==> src/rtl/tw_pkg.sv <==
package tw_pkg;
  // register byte offsets
  localparam logic [7:0] ADDR_CTRL_A  = 8'h00;
  localparam logic [7:0] ADDR_STATUS  = 8'h04;
  localparam logic [7:0] ADDR_CLEAR   = 8'h08;
  localparam logic [7:0] ADDR_ENABLE  = 8'h0c;
  localparam logic [7:0] ADDR_STATE   = 8'h10;
  // control register layout
  localparam logic [7:0] CTRL_A_RESET = 8'h00;
  localparam logic [7:0] CTRL_A_WMASK = 8'hf3;
  localparam int         ACT_A_LSB    = 6;
  localparam int         ACT_B_LSB    = 4;
  localparam int         MODE_LSB     = 0;
  localparam logic [3:0] MODE_RESERVED = 4'hd;
  // event bits of status, clear and enable
  localparam int         EVT_OVF      = 0;
  localparam int         EVT_MATCH_A  = 1;
  localparam int         EVT_MATCH_B  = 2;
  localparam int         EVT_UPDATE   = 3;
  localparam logic [3:0] EVT_RESET    = 4'h0;
  // counter landmarks
  localparam logic [15:0] TOP_MAX     = 16'hffff;
  localparam logic [15:0] TOP_8BIT    = 16'h00ff;
  localparam logic [15:0] TOP_9BIT    = 16'h01ff;
  localparam logic [15:0] TOP_10BIT   = 16'h03ff;
  localparam logic [15:0] BOTTOM      = 16'h0000;
  // output action codes
  localparam logic [1:0] ACT_OFF      = 2'h0;
  localparam logic [1:0] ACT_TOGGLE   = 2'h1;
  localparam logic [1:0] ACT_CLEAR    = 2'h2;
  localparam logic [1:0] ACT_SET      = 2'h3;
  // waveform families
  typedef enum logic [3:0] {
    KIND_NONPWM = 4'h1, KIND_FAST = 4'h2, KIND_DUAL = 4'h4, KIND_RSVD = 4'h8
  } tw_kind_type;
  // counter points for buffer update and overflow
  typedef enum logic [3:0] {
    PT_IMMED = 4'h1, PT_TOP = 4'h2, PT_BOTTOM = 4'h4, PT_MAX = 4'h8
  } tw_point_type;
endpackage

==> src/rtl/tw_mode_decode.sv <==
`timescale 1ns/1ns
module tw_mode_decode (
  // mode and top sources
  input  wire logic [3:0]          mode_in,
  input  wire logic [15:0]         compare_a_in,
  input  wire logic [15:0]         capture_in,
  // decoded behaviour
  output tw_pkg::tw_kind_type      kind_out,
  output logic [15:0]              top_value_out,
  output tw_pkg::tw_point_type     update_point_out,
  output tw_pkg::tw_point_type     overflow_point_out
);
  // fixed tops of 8, 9 and 10 bits
  wire logic [15:0] fixed_top = (mode_in[1:0] == 2'h1) ? tw_pkg::TOP_8BIT :
                                (mode_in[1:0] == 2'h2) ? tw_pkg::TOP_9BIT : tw_pkg::TOP_10BIT;

  // mode table
  always_comb begin
    kind_out           = tw_pkg::KIND_NONPWM;
    top_value_out      = tw_pkg::TOP_MAX;
    update_point_out   = tw_pkg::PT_IMMED;
    overflow_point_out = tw_pkg::PT_MAX;
    case (mode_in)
      4'h0: top_value_out = tw_pkg::TOP_MAX;
      4'h4: top_value_out = compare_a_in;
      4'hc: top_value_out = capture_in;
      4'h1, 4'h2, 4'h3, 4'ha, 4'hb: begin
        kind_out           = tw_pkg::KIND_DUAL;
        top_value_out      = mode_in[3] ? (mode_in[0] ? compare_a_in : capture_in) : fixed_top;
        update_point_out   = tw_pkg::PT_TOP;
        overflow_point_out = tw_pkg::PT_BOTTOM;
      end
      4'h5, 4'h6, 4'h7, 4'he, 4'hf: begin
        kind_out           = tw_pkg::KIND_FAST;
        top_value_out      = mode_in[3] ? (mode_in[0] ? compare_a_in : capture_in) : fixed_top;
        update_point_out   = tw_pkg::PT_TOP;
        overflow_point_out = tw_pkg::PT_TOP;
      end
      4'h8, 4'h9: begin
        kind_out           = tw_pkg::KIND_DUAL;
        top_value_out      = mode_in[0] ? compare_a_in : capture_in;
        update_point_out   = tw_pkg::PT_BOTTOM;
        overflow_point_out = tw_pkg::PT_BOTTOM;
      end
      default: kind_out = tw_pkg::KIND_RSVD;
    endcase
  end
endmodule // tw_mode_decode

==> src/rtl/tw_wave_chan.sv <==
`timescale 1ns/1ns
module tw_wave_chan #(
  parameter bit PWM_TOGGLE_OK = 1'b1
) (
  // clock and reset
  input  wire logic                clock_in,
  input  wire logic                reset_n_in,
  // counter view
  input  wire logic                tick_in,
  input  wire logic                count_up_in,
  input  wire logic                at_top_in,
  input  wire logic                match_in,
  // configuration
  input  wire logic [1:0]          action_in,
  input  wire tw_pkg::tw_kind_type kind_in,
  input  wire logic                mode_top_bit_in,
  input  wire logic                pin_dir_in,
  // pin side
  output logic                     wave_out,
  output logic                     connected_out,
  output logic                     pin_oe_out
);
  logic next_wave;

  // connection and driver enable
  wire logic pwm       = (kind_in == tw_pkg::KIND_FAST) || (kind_in == tw_pkg::KIND_DUAL);
  wire logic toggle    = (action_in == tw_pkg::ACT_TOGGLE);
  wire logic toggle_ok = !pwm || (mode_top_bit_in && PWM_TOGGLE_OK);
  assign connected_out = (action_in != tw_pkg::ACT_OFF) && (!toggle || toggle_ok);
  assign pin_oe_out    = connected_out && pin_dir_in;

  wire logic fast_top  = tick_in && (kind_in == tw_pkg::KIND_FAST) && action_in[1] && at_top_in;
  wire logic match_hit = tick_in && match_in && (kind_in != tw_pkg::KIND_RSVD);
  wire logic dual_lvl  = count_up_in ? action_in[0] : !action_in[0];

  assign next_wave = !connected_out ? wave_out :
                     fast_top ? !action_in[0] :
                     !match_hit ? wave_out :
                     toggle ? !wave_out :
                     (kind_in == tw_pkg::KIND_DUAL) ? dual_lvl : action_in[0];

  // wave register
  always_ff @(posedge clock_in or negedge reset_n_in) begin
    if (!reset_n_in) begin
      wave_out <= 1'b0;
    end else begin
      wave_out <= next_wave;
    end
  end
endmodule // tw_wave_chan

==> src/rtl/tw_top.sv <==
`timescale 1ns/1ns
// Behaviour
// - nonzero channel A action routes its wave onto the pin, except pwm action 01 without top bit
// - nonzero channel B action routes its wave onto the pin, except action 01 in pwm modes
// - pin driver enabled only when its direction bit is set
// - non-pwm match: 00 off, 01 toggle, 10 low, 11 high
// - fast pwm: 10 clear on match set at top; 11 reverse
// - pwm action 01: off unless top bit; then A toggles, B off
// - fast pwm compare equal top, actions 10 and 11: match ignored, top action kept
// - dual slope: 10 clear up, set down; 11 reverse
// - mode is two high bits from outside plus two low; 13 reserved
// - phase correct tops fixed or from capture or A; update top, overflow bottom
// - fast pwm tops fixed or from capture or A; update and overflow at top
// - modes 8 and 9: top from capture or A; update and overflow at bottom
// - normal top max; clear-on-match top A or capture; immediate, max
module tw_top (
  // clock and reset
  input  wire logic        clock_in,
  input  wire logic        reset_n_in,
  // wishbone slave
  input  wire logic        wb_cyc_in,
  input  wire logic        wb_stb_in,
  input  wire logic        wb_we_in,
  input  wire logic [7:0]  wb_adr_in,
  input  wire logic [3:0]  wb_sel_in,
  input  wire logic [31:0] wb_dat_in,
  output logic [31:0]      wb_dat_out,
  output logic             wb_ack_out,
  // counter and compare view
  input  wire logic        timer_tick_in,
  input  wire logic [15:0] count_value_in,
  input  wire logic        count_up_in,
  input  wire logic [15:0] compare_value_a_in,
  input  wire logic [15:0] compare_value_b_in,
  input  wire logic [15:0] capture_value_reg_in,
  input  wire logic [1:0]  wave_mode_high_bits_in,
  // pin direction bits
  input  wire logic        pin_dir_a_in,
  input  wire logic        pin_dir_b_in,
  // mode results
  output logic [15:0]      top_value_out,
  output logic             buffer_update_out,
  output logic             update_immediate_out,
  output logic             overflow_flag_set_out,
  output logic             dual_slope_out,
  // compare pins
  output logic             chan_a_wave_out,
  output logic             chan_a_pin_oe_out,
  output logic             chan_a_connected_out,
  output logic             chan_b_wave_out,
  output logic             chan_b_pin_oe_out,
  output logic             chan_b_connected_out,
  // interrupt
  output logic             irq_out
);
  // registers
  logic [7:0]  timer_control_a;
  logic [3:0]  status;
  logic [3:0]  enable;
  logic [3:0]  next_status;
  logic [7:0]  next_control;

  // decoded mode
  tw_pkg::tw_kind_type  kind;
  tw_pkg::tw_point_type upd_point;
  tw_pkg::tw_point_type ovf_point;
  logic [15:0]          top_value;

  // per channel arrays
  logic [1:0]  action [2];
  logic [15:0] compare [2];
  logic [1:0]  pin_dir;
  logic [1:0]  match;
  logic [1:0]  wave;
  logic [1:0]  connected;
  logic [1:0]  pin_oe;

  // control fields
  wire logic [1:0] chan_a_output_action = timer_control_a[tw_pkg::ACT_A_LSB +: 2];
  wire logic [1:0] chan_b_output_action = timer_control_a[tw_pkg::ACT_B_LSB +: 2];
  wire logic [1:0] wave_mode_low_bits   = timer_control_a[tw_pkg::MODE_LSB +: 2];
  wire logic [3:0] wave_mode_field      = {wave_mode_high_bits_in, wave_mode_low_bits};
  wire logic       wave_mode_top_bit    = wave_mode_field[3];

  // bus decode
  wire logic req      = wb_cyc_in && wb_stb_in;
  wire logic req_new  = req && !wb_ack_out;
  wire logic wr_fire  = req && wb_we_in && wb_ack_out && wb_sel_in[0];
  wire logic hit_ctrl = (wb_adr_in == tw_pkg::ADDR_CTRL_A);
  wire logic hit_stat = (wb_adr_in == tw_pkg::ADDR_STATUS);
  wire logic hit_clr  = (wb_adr_in == tw_pkg::ADDR_CLEAR);
  wire logic hit_en   = (wb_adr_in == tw_pkg::ADDR_ENABLE);
  wire logic hit_st   = (wb_adr_in == tw_pkg::ADDR_STATE);
  wire logic wr_ctrl  = wr_fire && hit_ctrl;
  wire logic wr_en    = wr_fire && hit_en;
  wire logic [3:0] clear_mask = (wr_fire && hit_clr) ? wb_dat_in[3:0] : 4'h0;

  // read data selection, unmapped reads zero
  wire logic [31:0] rd_data =
    hit_ctrl ? {24'h000000, timer_control_a} :
    hit_stat ? {28'h0000000, status} :
    hit_en   ? {28'h0000000, enable} :
    hit_st   ? {24'h000000, wave_mode_field, connected, wave} : 32'h00000000;

  assign next_control = wb_dat_in[7:0] & tw_pkg::CTRL_A_WMASK;

  // mode table
  tw_mode_decode u_decode (
    .mode_in            (wave_mode_field),
    .compare_a_in       (compare_value_a_in),
    .capture_in         (capture_value_reg_in),
    .kind_out           (kind),
    .top_value_out      (top_value),
    .update_point_out   (upd_point),
    .overflow_point_out (ovf_point)
  );

  // counter landmarks
  wire logic at_top    = (count_value_in == top_value);
  wire logic at_bottom = (count_value_in == tw_pkg::BOTTOM);
  wire logic at_max    = (count_value_in == tw_pkg::TOP_MAX);

  wire logic hit_upd = timer_tick_in &&
    (((upd_point == tw_pkg::PT_TOP) && at_top) ||
     ((upd_point == tw_pkg::PT_BOTTOM) && at_bottom));
  wire logic hit_ovf = timer_tick_in &&
    (((ovf_point == tw_pkg::PT_TOP) && at_top) ||
     ((ovf_point == tw_pkg::PT_BOTTOM) && at_bottom) ||
     ((ovf_point == tw_pkg::PT_MAX) && at_max));

  // channel wiring
  assign action[0]  = chan_a_output_action;
  assign action[1]  = chan_b_output_action;
  assign compare[0] = compare_value_a_in;
  assign compare[1] = compare_value_b_in;
  assign pin_dir    = {pin_dir_b_in, pin_dir_a_in};

  // one wave unit per compare channel
  for (genvar gi = 0; gi < 2; gi++) begin : g_chan
    assign match[gi] = (count_value_in == compare[gi]);
    tw_wave_chan #(
      .PWM_TOGGLE_OK (gi == 0)
    ) u_chan (
      .clock_in        (clock_in),
      .reset_n_in      (reset_n_in),
      .tick_in         (timer_tick_in),
      .count_up_in     (count_up_in),
      .at_top_in       (at_top),
      .match_in        (match[gi]),
      .action_in       (action[gi]),
      .kind_in         (kind),
      .mode_top_bit_in (wave_mode_top_bit),
      .pin_dir_in      (pin_dir[gi]),
      .wave_out        (wave[gi]),
      .connected_out   (connected[gi]),
      .pin_oe_out      (pin_oe[gi])
    );
  end

  // pin outputs
  assign chan_a_wave_out      = wave[0];
  assign chan_b_wave_out      = wave[1];
  assign chan_a_connected_out = connected[0];
  assign chan_b_connected_out = connected[1];
  assign chan_a_pin_oe_out    = pin_oe[0];
  assign chan_b_pin_oe_out    = pin_oe[1];

  // sticky events, set beats clear
  wire logic [3:0] events = {hit_upd, timer_tick_in && match[1],
                             timer_tick_in && match[0], hit_ovf};
  assign next_status = (status & ~clear_mask) | events;
  assign irq_out     = |(status & enable);

  // bus handshake and read data
  always_ff @(posedge clock_in or negedge reset_n_in) begin
    if (!reset_n_in) begin
      wb_ack_out <= 1'b0;
      wb_dat_out <= 32'h00000000;
    end else begin
      wb_ack_out <= req_new;
      wb_dat_out <= req_new ? rd_data : 32'h00000000;
    end
  end

  always_ff @(posedge clock_in or negedge reset_n_in) begin
    if (!reset_n_in) begin
      timer_control_a <= tw_pkg::CTRL_A_RESET;
    end else if (wr_ctrl) begin
      timer_control_a <= next_control;
    end
  end

  // status and enable
  always_ff @(posedge clock_in or negedge reset_n_in) begin
    if (!reset_n_in) begin
      status <= tw_pkg::EVT_RESET;
      enable <= tw_pkg::EVT_RESET;
    end else begin
      status <= next_status;
      if (wr_en) begin
        enable <= wb_dat_in[3:0];
      end
    end
  end

  // registered mode results
  always_ff @(posedge clock_in or negedge reset_n_in) begin
    if (!reset_n_in) begin
      top_value_out         <= tw_pkg::TOP_MAX;
      buffer_update_out     <= 1'b0;
      update_immediate_out  <= 1'b1;
      overflow_flag_set_out <= 1'b0;
      dual_slope_out        <= 1'b0;
    end else begin
      top_value_out         <= top_value;
      buffer_update_out     <= hit_upd;
      update_immediate_out  <= (upd_point == tw_pkg::PT_IMMED);
      overflow_flag_set_out <= hit_ovf;
      dual_slope_out        <= (kind == tw_pkg::KIND_DUAL);
    end
  end

  // shorthand for checks
  wire logic tick_a = timer_tick_in && match[0];
  wire logic tick_b = timer_tick_in && match[1];
  wire logic fast   = (kind == tw_pkg::KIND_FAST);
  wire logic dual   = (kind == tw_pkg::KIND_DUAL);
  wire logic nonpwm = (kind == tw_pkg::KIND_NONPWM);
endmodule // tw_top

==> config.mk <==
export PLATFORM = sky130hd
export DESIGN_NAME = tw_top
export DESIGN_NICKNAME = d
export VERILOG_FILES = /design/src/rtl/tw_pkg.sv /design/src/rtl/tw_mode_decode.sv /design/src/rtl/tw_wave_chan.sv /design/src/rtl/tw_top.sv
export SDC_FILE = /design/constraint.sdc
export NUM_CORES = 1
export LEC_CHECK = 0
export ABC_AREA = 1
export BUFFER_PORTS_ARGS = -buffer_cell sky130_fd_sc_hd__buf_2
export CAP_MARGIN = 20
export CORE_MARGIN = 2
export CORE_UTILIZATION = 49
export CTS_BUF_LIST = sky130_fd_sc_hd__clkbuf_2
export DETAILED_ROUTE_END_ITERATION = 10
export MAX_ROUTING_LAYER = met4
export PLACE_DENSITY = 0.88
export SYNTH_ARGS = -nofsm -noshare
export SYNTH_HDL_FRONTEND = slang
export SYNTH_SLANG_ARGS = --single-unit
==> constraint.sdc <==
create_clock -name clock_in -period 2.93 [get_ports clock_in]
set_clock_uncertainty 0.1 [all_clocks]
set_input_delay 0.4395 -clock clock_in [delete_from_list [all_inputs] [get_ports clock_in]]
set_output_delay 0.4395 -clock clock_in [all_outputs]
set_load 0.01 [all_outputs]
== Word level (Yosys, flattened, before mapping) ==
Cells that the tools add are included.
W data, S select, Z words.

* Reductions and logical operators: 58
* Eq/ne operators: 35
* Bitwise operators: 4
* Muxes and demuxes: 24

{| class="wikitable"
|+ Operators with widths
! kind !! number
|-
| $pmux W16 S4 || 1
|-
| $eq A16 B16 Y1 || 3
|-
| $mux W16 || 3
|-
| $mux W8 || 5
|-
| $eq A4 B4 Y1 const B || 8
|-
| $eq A4 B3 Y1 const B || 7
|-
| $logic_and A1 B1 Y1 || 28
|-
| $eq A4 B2 Y1 const B || 5
|-
| $eq A16 B16 Y1 const B || 1
|-
| $eq A8 B4 Y1 const B || 2
|-
| $logic_not A16 Y1 || 1
|-
| $pmux W4 S3 || 1
|-
| $mux W1 || 10
|-
| $mux W10 || 1
|-
| $reduce_or A10 Y1 || 1
|-
| $and A4 B4 Y4 || 2
|-
| $eq A4 B1 Y1 const B || 2
|-
| $eq A8 B3 Y1 const B || 1
|-
| $eq A8 B5 Y1 const B || 1
|-
| $logic_not A1 Y1 || 8
|-
| $logic_not A8 Y1 || 1
|-
| $pmux W4 S2 || 1
|-
| $reduce_bool A2 Y1 || 4
|-
| $logic_or A1 B1 Y1 || 7
|-
| 14 further kinds || 17
|}

* Word-level logic and storage cells: 133
* Output and inout port bits: 60
* Input port bits: 119
* Register bits: 45

== Logic depth before layout (Yosys ltp) ==
* Word-level depth: 14
* Depth in mapped cells: 20
* Gate-level depth less buffers: 19

== Modules after synthesis ==
From an unflattened synthesis, not the netlist that was laid out.

* Cells, all modules: 687
* Area total of the unflattened synthesis: 4286.6 um2

{| class="wikitable"
|+ By module, submodules not included
! module !! cells each !! sequential area each (um2) !! instances !! area each (um2)
|-
| tw_top || 388 || 1097.3 || 1 || 2824.0
|-
| tw_mode_decode || 219 || 0.0 || 1 || 1052.3
|-
| tw_wave_chan (g_chan[0].u_chan) || 39 || 25.0 || 1 || 210.2
|-
| tw_wave_chan (g_chan[1].u_chan) || 41 || 25.0 || 1 || 200.2
|}

== Least setup slack after synthesis ==
No wires, ideal clock.

* Kind: register -> output
* Start point: reg timer_control_a[0]
* End point: out chan_a_pin_oe_out
* Arrival: 2316 ps
* Cell stages (with the launch flop): 12
* Data required time: 2391 ps
* Path buffers: 0
* Slack: 74 ps
* Path through: dfrtp_1 -> clkinv_1 -> ha_1 -> nor2_1 -> nor2_4 -> a21oi_4 -> inv_1 -> o21ai_0 -> nor2_1 -> o21ai_0 -> inv_1 -> nor2_1

* Longest elaborated chain between the ends: 10
* Elaborated cells on any way between the ends: 27
* Classes of those cells: 16 x eq/ne; 1 x mux; 10 x reduce/logical

{| class="wikitable"
|+ Ends and longest elaborated chain
! item !! line !! source
|-
| from (decl) || tw_top.sv:57 || <nowiki>logic [7:0] timer_control_a;</nowiki>
|-
| from (signal assigned) || tw_top.sv:187 || <nowiki>timer_control_a <= tw_pkg::CTRL_A_RESET;</nowiki>
|-
| from (signal assigned) || tw_top.sv:189 || <nowiki>timer_control_a <= next_control;</nowiki>
|-
| $eq A4 B1 Y1 (tied with other cells) || tw_mode_decode.sv:23 || <nowiki>case (mode_in)</nowiki>
|-
| $reduce_or A7 Y1 (no line) (tied with other cells) || -- ||
|-
| $pmux W4 S3 * || tw_mode_decode.sv:23 ||
|-
| $eq A4 B2 Y1 / $eq A4 B3 Y1 (equally long branches) || tw_wave_chan.sv:26 || <nowiki>wire logic pwm = (kind_in == tw_pkg::KIND_FAST) || (kind_in == tw_pkg::KIND_DUAL);</nowiki>
|-
| $logic_or A1 B1 Y1 * || tw_wave_chan.sv:26 ||
|-
| $logic_not A1 Y1 * || tw_wave_chan.sv:28 || <nowiki>wire logic toggle_ok = !pwm || (mode_top_bit_in && PWM_TOGGLE_OK);</nowiki>
|-
| $logic_or A1 B1 Y1 * || tw_wave_chan.sv:28 ||
|-
| $logic_or A1 B1 Y1 * || tw_wave_chan.sv:29 || <nowiki>assign connected_out = (action_in != tw_pkg::ACT_OFF) && (!toggle || toggle_ok);</nowiki>
|-
| $logic_and A1 B1 Y1 * || tw_wave_chan.sv:29 ||
|-
| via chan_a_connected_out || tw_top.sv:49 || <nowiki>output logic chan_a_connected_out,</nowiki>
|-
| $logic_and A1 B1 Y1 * || tw_wave_chan.sv:30 || <nowiki>assign pin_oe_out = connected_out && pin_dir_in;</nowiki>
|-
| to (decl) || tw_top.sv:48 || <nowiki>output logic chan_a_pin_oe_out,</nowiki>
|}

The timed path passes the listed nets; every way through them passes the cells marked *.

== Worst setup path in the final report ==
* Start point: reg timer_control_a[0]
* End point: out chan_a_pin_oe_out

* Longest elaborated chain between the ends: 10
* Elaborated cells on any way between the ends: 27
* Classes of those cells: 16 x eq/ne; 1 x mux; 10 x reduce/logical

{| class="wikitable"
|+ Ends and longest elaborated chain
! item !! line
|-
| $eq A4 B1 Y1 (tied with other cells) || tw_mode_decode.sv:23
|-
| $reduce_or A7 Y1 (no line) (tied with other cells) || --
|-
| $pmux W4 S3 * || tw_mode_decode.sv:23
|-
| $eq A4 B2 Y1 / $eq A4 B3 Y1 (equally long branches) || tw_wave_chan.sv:26
|-
| $logic_or A1 B1 Y1 * || tw_wave_chan.sv:26
|-
| $logic_not A1 Y1 * || tw_wave_chan.sv:28
|-
| $logic_or A1 B1 Y1 * || tw_wave_chan.sv:28
|-
| $logic_or A1 B1 Y1 * || tw_wave_chan.sv:29
|-
| $logic_and A1 B1 Y1 * || tw_wave_chan.sv:29
|-
| $logic_and A1 B1 Y1 * || tw_wave_chan.sv:30
|}

Every way passes the cells marked *; elsewhere a longest branch is shown, timed or not.

==> results.sh <==
export IMPL_start_util_pct=51.0
export IMPL_maxCapViolCount=0
export IMPL_ant_nets=0
export IMPL_nets=950
export IMPL_clockBufferDepth=2
export IMPL_clockRootBuffer="clkbuf_2"
export IMPL_path_cells="buf_6 > ha_4 > nor2_1 > nand2_1 > nand2_4 > inv_2 > o21ai_4 > nor2_1 > o21ai_1 > inv_1 > nor2_1 > buf_2"
export IMPL_cts_tree="done"
export IMPL_synthTopCellsByArea="dfrtp_1 18%, nand2_1 17%, dfstp_2 11%"
export IMPL_ios=179
export IMPL_switching_share_pct=32.5
export IMPL_slew_viol_final=0
export IMPL_overflow=0
export IMPL_synth_edf_count=0
export IMPL_routed_wirelength_um=14000
export IMPL_yosysWarnings=0
export IMPL_cpPeakStageDelay_ns=0.51
export IMPL_crit_arrival_ns=2.35
export IMPL_met1_usage_pct=36.3
export IMPL_pre_cts_slack_ns=0.0114
export IMPL_numCtsBuffers=5
export IMPL_area_growth_pct=38.3
export IMPL_drc=0
export IMPL_die_h_um=94.1
export IMPL_endpoint_kind="primary output"
export IMPL_ys_seq_area_share_pct=28.8
export IMPL_clockPowerShare_pct=27.9
export IMPL_rsz0062_at_grt="true"
export IMPL_dominantRegCellSynth="dfrtp_1"
export IMPL_avgViaCountPerCell=5.28
export IMPL_worstSetupPathType="reg -> out"
export IMPL_ys_types=40
export IMPL_die_area_um2=8860
export IMPL_fin_crit_sh_pct=98.6
export IMPL_p_leak_uw=0.00297
export IMPL_track_usage_pct=31.4
export IMPL_cp_top_family="flip-flops"
export IMPL_worstPathRequired_ns=2.39
export IMPL_tns_ns=0
export IMPL_power_frac_comb_pct=31.6
export IMPL_p_per_area_nw_per_um2=301
export IMPL_portBuffers=127
export IMPL_outcome="completed"
export IMPL_grt_util_met3_pct=2.49
export IMPL_p_sw_uw=539
export IMPL_routed_via_count=4903
export IMPL_die_w_um=94.1
export IMPL_ir_drop_uv=181
export IMPL_wl_per_cell_um=15.0
export IMPL_cts_htree_levels=2
export IMPL_place_hpwl_um=10600
export IMPL_grtUsageMet2_pct=55.3
export IMPL_grt_pass1_vias=4770
export IMPL_grt_start_max_net_pins=46
export IMPL_cpMaxStageDelayCell="dfrtp_2"
export IMPL_drive_above_1_share_pct=33.6
export IMPL_max_freq_mhz=346
export IMPL_rows=32
export IMPL_ys_ff_latch=45
export IMPL_finalPower_uw=1660
export IMPL_p_int_uw=1120
export IMPL_cts_clk_slew_worst_paths_ns=0.26
export IMPL_insertion_delay_ns=0.42
export IMPL_antenna_found_initial=0
export IMPL_crit_buf_inv=4
export IMPL_avgSynthCellArea_um2=6.32
export IMPL_grt_pass1_wl_um=21200
export IMPL_ys_async_sr_fraction_pct=100
export IMPL_firstDrtPassIters=5
export IMPL_cts_sinks=45
export IMPL_cpMostUsedCell="nor2_1"
export IMPL_netlist_area_leader_share_pct=17.6
export IMPL_core_um2=7810
export IMPL_critPathMaxFanout=5
export IMPL_final_hold_violation_count=0
export IMPL_gr_max_usage_layer="met2"
export IMPL_setup_ws_ns=0.0421
export IMPL_drtIter0Drc=354
export IMPL_diodes=0
export IMPL_place_congestion=0.975
export IMPL_synth_cells=630
export IMPL_hold_path_class="in -> reg"
export IMPL_setup_viol=0
export IMPL_worst_setup_path_start_kind="register"
export IMPL_worst_pin_slew_ns=0.632
export IMPL_synth_area_leader_cell="dfrtp_1"
export IMPL_min_period_ns=2.89
export IMPL_syn_area_um2=3980
export IMPL_slew_limit_headroom_pct=57.5
export IMPL_sequentialPowerShare_pct=40.5
-- routing by layer --
metal,vias up,wire length [um]
met5,-,0
met4,0,443
met3,42,1090
met2,287,7050
met1,2197,5370
li1,2377,-
-- stage by stage --
step | utilization (%) | std cells | hold slack [ns] | cell area, um2
6_report | 70.5 | 929 | 0.122 | 5510
5_1_grt | 70.5 | 929 | 0.0778 | 5510
4_1_cts | 66.5 | 914 | 0.0560 | 5190
3_5_place_dp | 64.5 | 899 | 0.396 | 5030
3_3_place_gp | 64.5 | 899 | 0.386 | 5030
2_1_floorplan | - | 653 | 0.0439 | 4070
-- what timing repair did --
action / 4_1_cts / 5_1_grt
cloned: 0 / 2
setup buffers: 7 / 11
hold buffers: 0 / 1
pin swaps: 5 / 19
gates resized for setup: 8 / 43
hold endpoints to repair: 0 / 1
endpoints found under the setup margin: 4 / 10
-- final cells by class --
cell class                      instances  area, um2
Sequential cell                        45       1150
Multi-Input combinational cell        489       2520
Inverter                               84        318
Clock inverter                          3       68.8
Fill cell                             658       2300
Tap cell                              102        128
Timing Repair Buffer                  201       1300
Clock buffer                            5       25.0
-- state kept, by name (all words and copies together), names as in the netlist --
| signal | cells |
|---|---|
| buffer_update_out | 1 |
| dual_slope_out | 1 |
| enable | 4 |
| g_chan.u_chan.wave_out | 2 |
| overflow_flag_set_out | 1 |
| status | 4 |
| timer_control_a | 6 |
| top_value_out | 16 |
| update_immediate_out | 1 |
| wb_ack_out | 1 |
| wb_dat_out | 8 |
-- power by group through the flow --
stage	Clock (uW)	Sequential (uW)	Combinational [uW]
6_report	463	671	524
3_5_place_dp	0	679	487
4_1_cts	463	670	491
5_1_grt	490	673	580
2_1_floorplan	0	693	249
3_3_place_gp	0	678	476
-- kinds of logic after synthesis --
family | count (synthesis) | share of synthesized area (%)
buffers and inverters | 119 | 13.9
other | 1 | 0.0942
XOR/XNOR | 20 | 4.40
flip-flops | 45 | 28.8
adder cells (fa/ha/maj) | 5 | 1.57
multiplexers | 4 | 1.13
AND/OR/NAND/NOR | 360 | 39.5
AO/OA/AOI/OAI | 76 | 10.6
-- path summary, 6_finish.rpt --
path	cells past startpoint	slack [ns]	to	start
worst max-delay path	12	0.04	chan_a_pin_oe_out	timer_control_a[0]$_DFFE_PN0P_
min in group asynchronous	2	0.33	enable[0]$_DFFE_PN0P_	reset_n_in
max in group asynchronous	3	1.89	update_immediate_out$_DFF_PN1_	reset_n_in
worst min-delay path	2	0.12	timer_control_a[5]$_DFFE_PN0P_	wb_dat_in[5]
worst max register to register	20	0.14	status[0]$_DFF_PN0_	timer_control_a[0]$_DFFE_PN0P_
worst min register to register	2	0.43	wb_dat_out[2]$_DFF_PN0_	status[2]$_DFF_PN0_
-- cells in the final DEF, fill, tap and decap left out, drive strengths merged --
master and count:
a21boi 2, a21oi 27, a221oi 1, a22oi 2
a31oi 3, buf 199, bufinv 2, clkbuf 6
conb 24, dfrtp 28, dfstp 17, dlygate4sd3 1
ha 5, inv 85, mux2 4, nand2 184
nand2b 1, nand3 40, nand3b 1, nand4 31
nor2 77, nor3 9, nor3b 2, nor4 10
o211ai 1, o21a 1, o21ai 38, o21bai 1
or2 5, xnor2 6, xor2 14
-- synth_stat cells (all sizes together), types with 3 or more instances --
cell	instances
nor4	10
mux2	4
a31oi	3
nand4	31
nor3	9
dfrtp	28
or2	5
buf	33
nand3	40
nand2	184
o21ai	38
a21oi	27
nor2	77
inv	83
xnor2	6
dfstp	17
xor2	14
ha	5
No activity file was read; power rests on OpenSTA's default activity.
